### config.mk
export PLATFORM = sky130hd
export DESIGN_NAME = hbu_host_bus_unit
export DESIGN_NICKNAME = d
export VERILOG_FILES = /design/src/verilog/hbu_host_bus_unit.v /design/src/verilog/hbu_edge_det.v
export VERILOG_INCLUDE_DIRS = /design/src /design/src/verilog
export SDC_FILE = /design/constraint.sdc
export NUM_CORES = 1
export LEC_CHECK = 0
export ABC_AREA = 1
export BUFFER_PORTS_ARGS = -buffer_cell sky130_fd_sc_hd__buf_2
export CORE_MARGIN = 2
export CORE_UTILIZATION = 45
export CTS_CLUSTER_DIAMETER = 30
export CTS_CLUSTER_SIZE = 10
export DETAILED_ROUTE_END_ITERATION = 10
export PLACE_DENSITY = 0.77
export SLEW_MARGIN = 15
export SYNTH_ARGS = -nofsm -noshare
export SYNTH_HDL_FRONTEND = slang
export SYNTH_HIERARCHICAL = 1
export SYNTH_SLANG_ARGS = --single-unit
### constraint.sdc
create_clock -name REF_CLK -period 2.1 [get_ports REF_CLK]
set_input_delay 0.42 -clock REF_CLK [delete_from_list [all_inputs] [get_ports REF_CLK]]
set_output_delay 0.42 -clock REF_CLK [all_outputs]
set_load 0.02 [all_outputs]
### src/verilog/hbu_regs.vh
// constants of the indirect host bus unit
`ifndef HBU_REGS_VH
`define HBU_REGS_VH

// register space: eleven address bits, 0x000 to 0x7ff
`define HBU_ADDR_W        11
`define HBU_ADDR_LAST     11'h7ff
`define HBU_DATA_W        16
`define HBU_LANE_W        4

// command word layout on the shared lines in 16-bit mode
`define HBU_CMD_ADDR_MSB  10
`define HBU_CMD_ADDR_LSB  2
`define HBU_CMD_LANE_MSB  15
`define HBU_CMD_LANE_LSB  12

// 8-bit mode: second command write carries address bits 10:8
`define HBU_CMD8_HI_MSB   2

// receive frame pointer register word and its byte order bit
`define HBU_RXFP_ADDR     11'h0f0
`define HBU_ENDIAN_BIT    11
`define HBU_ENDIAN_HI_BIT 3

// reset values
`define HBU_ADDR_RST      11'h000
`define HBU_LANE_RST      4'h0
`define HBU_WORD_RST      16'h0000
`define HBU_ENDIAN_RST    1'b0

`endif

### src/verilog/hbu_host_bus_unit.v
// indirect host bus unit: command and data cycles to the register space
`timescale 1ns/100ps
`default_nettype none
`include "hbu_regs.vh"

module hbu_host_bus_unit
(
  input  wire        REF_CLK,
  input  wire        RST_N,
  input  wire        SELECT_N,
  input  wire        READ_STROBE_N,
  input  wire        WRITE_STROBE_N,
  input  wire        CMD_TYPE,
  input  wire        BUS_WIDTH_16,
  input  wire [15:0] SHARED_BUS_LINES_I,
  output wire [15:0] SHARED_BUS_LINES_O,
  output wire        SHARED_BUS_LINES_OE_N,
  input  wire        BYTE_ORDER_STRAP,
  input  wire        IRQ_PENDING,
  output wire        IRQ_REQUEST_N,
  output wire        BIG_ENDIAN,
  output wire [10:0] REG_ADDR,
  output wire [1:0]  REG_LANES,
  output wire [15:0] REG_WR_DATA,
  output wire        REG_WR_EN,
  output wire        REG_RD_EN,
  input  wire [15:0] REG_RD_DATA
);

  // stored command state
  reg  [10:0] addr_reg;
  reg  [3:0]  lanes_reg;
  reg         phase_reg;
  reg         endian_reg;
  reg         strap_done_reg;
  // register side request
  reg  [10:0] reg_addr_reg;
  reg  [1:0]  reg_lanes_reg;
  reg  [15:0] reg_wr_data_reg;
  reg         reg_wr_en_reg;
  reg         reg_rd_en_reg;
  reg         rd_wait_reg;
  // pin side
  reg  [15:0] bus_out_reg;
  reg         bus_oe_n_reg;
  reg         irq_n_reg;

  wire [1:0]  strobe_fall;
  wire        wr_event;
  wire        rd_event;
  reg  [10:0] eff_addr;
  reg  [1:0]  eff_lanes;
  reg  [15:0] wr_word;
  reg  [15:0] rd_word;
  reg         endian_hit;
  reg         endian_val;

  // strobe edges; bit 1 is write, bit 0 is read
  hbu_edge_det
  #(
    .WIDTH (2)
  )
  u_edges
  (
    .clk     (REF_CLK),
    .rst_n   (RST_N),
    .level_n ({WRITE_STROBE_N, READ_STROBE_N}),
    .fall    (strobe_fall),
    .rise    ()
  );

  // select qualifies both strobes; no range decode here
  assign wr_event = strobe_fall[1] & ~SELECT_N;
  assign rd_event = strobe_fall[0] & ~SELECT_N;

  // effective address and lanes of the next data cycle
  always @*
  begin
    eff_addr  = addr_reg;
    eff_lanes = 2'b00;
    if (BUS_WIDTH_16)
    begin
      // low half of the dword when its lanes are enabled, else high half
      if (lanes_reg[1:0] != 2'b00)
      begin
        eff_addr  = {addr_reg[10:2], 2'b00};
        eff_lanes = lanes_reg[1:0];
      end
      else
      begin
        eff_addr  = {addr_reg[10:2], 2'b10};
        eff_lanes = lanes_reg[3:2];
      end
    end
    else if (addr_reg[0])
    begin
      eff_addr  = {addr_reg[10:1], 1'b0};
      eff_lanes = 2'b10;
    end
    else
      eff_lanes = 2'b01;
  end

  // write word seen by the register space, byte order applied in 16-bit mode
  always @*
  begin
    wr_word    = SHARED_BUS_LINES_I;
    endian_hit = 1'b0;
    endian_val = 1'b0;
    if (!BUS_WIDTH_16)
    begin
      // the byte is copied to both halves; lanes pick the live one
      wr_word = {SHARED_BUS_LINES_I[7:0],
                 SHARED_BUS_LINES_I[7:0]};
      endian_hit = (eff_addr == `HBU_RXFP_ADDR) && eff_lanes[1];
      endian_val = SHARED_BUS_LINES_I[`HBU_ENDIAN_HI_BIT];
    end
    else
    begin
      if (endian_reg)
        wr_word = {SHARED_BUS_LINES_I[7:0], SHARED_BUS_LINES_I[15:8]};
      endian_hit = (eff_addr == `HBU_RXFP_ADDR) && eff_lanes[1];
      endian_val = wr_word[`HBU_ENDIAN_BIT];
    end
  end

  // read word toward the bus; endian bit overlays the pointer register
  always @*
  begin
    rd_word = REG_RD_DATA;
    if (reg_addr_reg == `HBU_RXFP_ADDR)
      rd_word[`HBU_ENDIAN_BIT] = endian_reg;
    if (!BUS_WIDTH_16)
    begin
      if (reg_lanes_reg[1])
        rd_word = {8'h00, rd_word[15:8]};
      else
        rd_word = {8'h00, rd_word[7:0]};
    end
    else if (endian_reg)
      rd_word = {rd_word[7:0], rd_word[15:8]};
  end

  // command cycles store address, and lane enables in 16-bit mode only
  always @(posedge REF_CLK or negedge RST_N)
  begin
    if (!RST_N)
    begin
      addr_reg  <= `HBU_ADDR_RST;
      lanes_reg <= `HBU_LANE_RST;
      phase_reg <= 1'b0;
    end
    else if (wr_event && CMD_TYPE)
    begin
      if (BUS_WIDTH_16)
      begin
        // lines 1:0 and 11 are ignored
        addr_reg  <= {SHARED_BUS_LINES_I[`HBU_CMD_ADDR_MSB:
                                         `HBU_CMD_ADDR_LSB], 2'b00};
        lanes_reg <= SHARED_BUS_LINES_I[`HBU_CMD_LANE_MSB:
                                        `HBU_CMD_LANE_LSB];
      end
      else if (!phase_reg)
      begin
        addr_reg[7:0] <= SHARED_BUS_LINES_I[7:0];
        phase_reg     <= 1'b1;
      end
      else
      begin
        addr_reg[10:8] <= SHARED_BUS_LINES_I[`HBU_CMD8_HI_MSB:0];
        phase_reg      <= 1'b0;
      end
    end
    else if ((wr_event || rd_event) && !CMD_TYPE)
      phase_reg <= 1'b0;   // a data cycle restarts the address pair
  end

  // byte order: strap caught once after release, then software wins
  always @(posedge REF_CLK or negedge RST_N)
  begin
    if (!RST_N)
    begin
      endian_reg     <= `HBU_ENDIAN_RST;
      strap_done_reg <= 1'b0;
    end
    else if (!strap_done_reg)
    begin
      endian_reg     <= ~BYTE_ORDER_STRAP;
      strap_done_reg <= 1'b1;
    end
    else if (wr_event && !CMD_TYPE && endian_hit)
      endian_reg <= endian_val;
  end

  // data cycles toward the register space; address is not advanced
  always @(posedge REF_CLK or negedge RST_N)
  begin
    if (!RST_N)
    begin
      reg_addr_reg    <= `HBU_ADDR_RST;
      reg_lanes_reg   <= 2'b00;
      reg_wr_data_reg <= `HBU_WORD_RST;
      reg_wr_en_reg   <= 1'b0;
      reg_rd_en_reg   <= 1'b0;
    end
    else
    begin
      reg_wr_en_reg <= 1'b0;
      reg_rd_en_reg <= 1'b0;
      if (wr_event && !CMD_TYPE)
      begin
        reg_addr_reg    <= eff_addr;
        reg_lanes_reg   <= eff_lanes;
        reg_wr_data_reg <= wr_word;
        reg_wr_en_reg   <= 1'b1;
      end
      else if (rd_event && !CMD_TYPE)
      begin
        reg_addr_reg  <= eff_addr;
        reg_lanes_reg <= eff_lanes;
        reg_rd_en_reg <= 1'b1;
      end
    end
  end

  // read return: the register space answers the cycle after the request
  always @(posedge REF_CLK or negedge RST_N)
  begin
    if (!RST_N)
    begin
      rd_wait_reg  <= 1'b0;
      bus_out_reg  <= `HBU_WORD_RST;
      bus_oe_n_reg <= 1'b1;
    end
    else
    begin
      rd_wait_reg  <= reg_rd_en_reg;
      // drive only while selected and read held low
      bus_oe_n_reg <= SELECT_N | READ_STROBE_N;
      if (rd_event && CMD_TYPE && BUS_WIDTH_16)
        bus_out_reg <= {lanes_reg, 1'b0,
                        addr_reg[10:2], 2'b00};
      else if (rd_wait_reg)
        bus_out_reg <= rd_word;   // held until the next read loads the register
    end
  end

  // interrupt pin follows the pending request
  always @(posedge REF_CLK or negedge RST_N)
  begin
    if (!RST_N)
      irq_n_reg <= 1'b1;
    else
      irq_n_reg <= ~IRQ_PENDING;
  end

  assign SHARED_BUS_LINES_O    = bus_out_reg;
  assign SHARED_BUS_LINES_OE_N = bus_oe_n_reg;
  assign IRQ_REQUEST_N         = irq_n_reg;
  assign BIG_ENDIAN            = endian_reg;
  assign REG_ADDR              = reg_addr_reg;
  assign REG_LANES             = reg_lanes_reg;
  assign REG_WR_DATA           = reg_wr_data_reg;
  assign REG_WR_EN             = reg_wr_en_reg;
  assign REG_RD_EN             = reg_rd_en_reg;

endmodule // hbu_host_bus_unit

`default_nettype wire

### src/verilog/hbu_edge_det.v
// per-bit edge detector for the active-low host strobes
`timescale 1ns/100ps
`default_nettype none

module hbu_edge_det
#(
  parameter WIDTH = 2
)
(
  input  wire             clk,
  input  wire             rst_n,
  input  wire [WIDTH-1:0] level_n,
  output wire [WIDTH-1:0] fall,
  output wire [WIDTH-1:0] rise
);

  reg [WIDTH-1:0] prev_reg;

  genvar i;
  generate
    for (i = 0; i < WIDTH; i = i + 1)
    begin : g_bit
      // idle strobes are high, so reset to high avoids a false fall
      always @(posedge clk or negedge rst_n)
      begin
        if (!rst_n)
          prev_reg[i] <= 1'b1;
        else
          prev_reg[i] <= level_n[i];
      end
      assign fall[i] = prev_reg[i] & ~level_n[i];
      assign rise[i] = ~prev_reg[i] & level_n[i];
    end
  endgenerate

endmodule // hbu_edge_det

`default_nettype wire

==> tab_implementation.tex <==
\begin{tabular}{lr}
\hline
Metric & Value \\
\hline
\multicolumn{2}{l}{\textbf{Run status}} \\
Status & completed \\
\multicolumn{2}{l}{\textbf{Global routing}} \\
Global-route wire length before repair & 12,800 µm \\
Pin count of the biggest net entering global routing & 70 \\
Number of antenna violations at the first check in global routing & 0 \\
Via count of the first global-routing pass & 2,654 \\
Global-route total usage across every layer & 0.217 \\
Met1 capacity usage during global routing & 0.295 \\
Fraction of met3 tracks used by global routing & 0.0392 \\
Met2 Use GR & 0.334 \\
Gr ovfl total & 0 \\
Top Usage Layer GRT & met2 \\
\multicolumn{2}{l}{\textbf{Power and ir drop}} \\
Cell internal pwr & 2.59 mW \\
Sw power & 1.42 mW \\
Switching part of the total & 0.354 \\
Leakage power total & 2.02 nW \\
Share of power burned in the clock network & 0.274 \\
Peak VDD IR & 0.000486 V \\
Portion of total power attributed to sequential cells & 0.453 \\
Fraction of power consumed by combinational cells & 0.273 \\
Power density relative to cell area & 1020 nW/µm² \\
\multicolumn{2}{l}{\textbf{Drt}} \\
Drt via density & 5.17 \\
Initial detailed-routing violation count & 205 \\
Wirelength, routed & 8280 µm \\
Vias & 2,937 \\
Count of nets left with antenna violations after detail routing & 0 \\
Residual DRC count & 0 \\
Number of iterations in the first detailed-routing pass & 5 \\
Wire length per cell after detailed routing & 14.6 µm \\
\multicolumn{2}{l}{\textbf{Timing}} \\
Timing-limited maximum frequency & 549 MHz \\
Worst Clk Skew & 0.00914 ns \\
Max Transition Viols Final & 0 \\
Finish-stage setup viols & 0 \\
Fin crit period & 1.82 ns \\
Setup Total Neg Slack & 0 ns \\
Unrepaired setup endpoints after global routing & no \\
Post-route clock period utilization & 0.867 \\
Final hold violations & 0 \\
\multicolumn{2}{l}{\textbf{Job}} \\
Maximum Capacitance Violations & 0 \\
\multicolumn{2}{l}{\textbf{Worst setup path}} \\
Crit path capture type & register \\
Worst path required time & 2.33 ns \\
RR Startpoint & u\_edges/prev\_reg[1] \\
Cell count of the worst reg-to-reg path & 11 \\
Kind of critical path & register to register \\
Crit path launch & u\_edges/prev\_reg[1] \\
Startpoint kind of the worst setup timing path & register \\
Data arrival time at the worst-slack endpoint & 2.05 ns \\
Crit Path Max Fanout & 19 \\
\multicolumn{2}{l}{\textbf{CTS}} \\
Clock transition time at the flip-flop clock pins of the worst setup and hold paths & 0.07 ns \\
Post-CTS Hold Buffers & 0 \\
Number of levels the H-tree was split into & 3 \\
Buffers inserted by post-CTS timing repair & 0 \\
Clock network latency to the later pin of the worst-skew pair & 0.36 ns \\
Root buf cell & sky130\_fd\_sc\_hd\_\_clkbuf\_8 \\
Largest buffer count on any clock path & 2 \\
Post-CTS sizing & 0 \\
TritonCTS clock tree & yes \\
Clock sink count & 69 \\
Number of buffers added by the clock tree synthesis step & 9 \\
\multicolumn{2}{l}{\textbf{Layout}} \\
Share of the core filled with cells in the final layout & 0.574 \\
Antenna diode count & 0 \\
Area of the multi-input gates & 1260 µm² \\
Sequential cell area in the final layout & 1730 µm² \\
Filler Cell Count & 643 \\
Relative area change from synthesis to final layout & 21.8\% \\
Fraction of layout instances using a drive strength above 1 & 0.303 \\
Final net count & 509 \\
\multicolumn{2}{l}{\textbf{Synthesis}} \\
Cell area after synthesis & 3240 µm² \\
Total number of yosys warnings & 6 \\
Average cell area after synthesis & 8.61 µm² \\
Mapped Nets & 417 \\
Synthesized instance count & 376 \\
\multicolumn{2}{l}{\textbf{Floorplan}} \\
Site Rows & 30 \\
Area enclosed by the die boundary & 7890 µm² \\
Die width & 88.8 µm \\
Effective utilization at floorplan & 0.471 \\
Die outline height & 88.8 µm \\
Core area & 6870 µm² \\
Number of top-level pins & 91 \\
\multicolumn{2}{l}{\textbf{Placed design}} \\
Routability-driven placement congestion ratio & 0.919 \\
Buffers added on ports & 89 \\
HPWL reported at the end of detailed placement & 6090 µm \\
\multicolumn{2}{l}{\textbf{Hold path}} \\
Hold WC Path Type & primary input to asynchronous set/reset pin \\
\hline
\end{tabular}
## layout by cell type, fill, tap and decap left out, drive strengths merged, types with 4 or more instances in the layout
master	instances
nand2	97
o21ai	68
o211ai	7
a22oi	5
nand3	6
dfrtp	65
clkbuf	11
inv	40
nor2	49
a21oi	9
dfstp	4
buf	92
## power by group through the flow
stage          sequential [mW]  combinational, mW  clock (mW)
2_1_floorplan             2.07              0.421           0
3_3_place_gp              1.84               1.08           0
3_5_place_dp              1.84               1.09           0
4_1_cts                   1.82               1.10        1.11
5_1_grt                   1.86               1.21        1.15
6_report                  1.82               1.10        1.10
## stage by stage
step | setup slack (ns) | cell area, µm² | cells | hold WS [ns] | total power [mW]
after floorplan | 0.571 | 3240 | 376 | 0.124 | 2.49
after global placement | 0.369 | 3740 | 553 | 0.357 | 2.91
after detailed placement | 0.285 | 3740 | 553 | 0.364 | 2.94
after CTS | 0.295 | 3940 | 568 | 0.0963 | 4.03
after global routing | 0.0810 | 3940 | 568 | 0.118 | 4.22
final | 0.279 | 3940 | 568 | 0.0689 | 4.02
## final cells by class
type	instances	area share
well taps	96	0.0305
flip-flops and latches	69	0.439
inverters	40	0.0387
clock buffers	11	0.0384
clock inverters	4	0.0121
repair buffers	92	0.122
multi-input cells	256	0.319
## critical path, stage by stage, from the launching register on
cell	delay, ns
sky130_fd_sc_hd__dfstp_2	0.51
sky130_fd_sc_hd__inv_1	0.03
sky130_fd_sc_hd__nor2_1	0.11
sky130_fd_sc_hd__inv_1	0.08
sky130_fd_sc_hd__nor2_4	0.13
sky130_fd_sc_hd__nand2_4	0.15
sky130_fd_sc_hd__inv_2	0.22
sky130_fd_sc_hd__nand3_1	0.12
sky130_fd_sc_hd__nor2_1	0.15
sky130_fd_sc_hd__nand2_1	0.07
sky130_fd_sc_hd__nand2_1	0.05
sky130_fd_sc_hd__nand3_1	0.07
## path summary, 6_finish.rpt
check / end / slack, ns
hold / removal: lanes_reg[2] / 0.07
max in group asynchronous: u_edges/prev_reg[0] / 1.69
setup / recovery: BIG_ENDIAN / 0.28
setup reg to reg: BIG_ENDIAN / 0.28
min in group REF_CLK: IRQ_REQUEST_N / 0.17
hold reg to reg: rd_wait_reg / 0.37
## metal layers
layer / wire length [µm] / share of wire
met5: 0 / 0
met4: 225 / 0.027
met3: 708 / 0.086
met2: 3730 / 0.45
met1: 3610 / 0.44
Power figures use the tool's default switching activity.
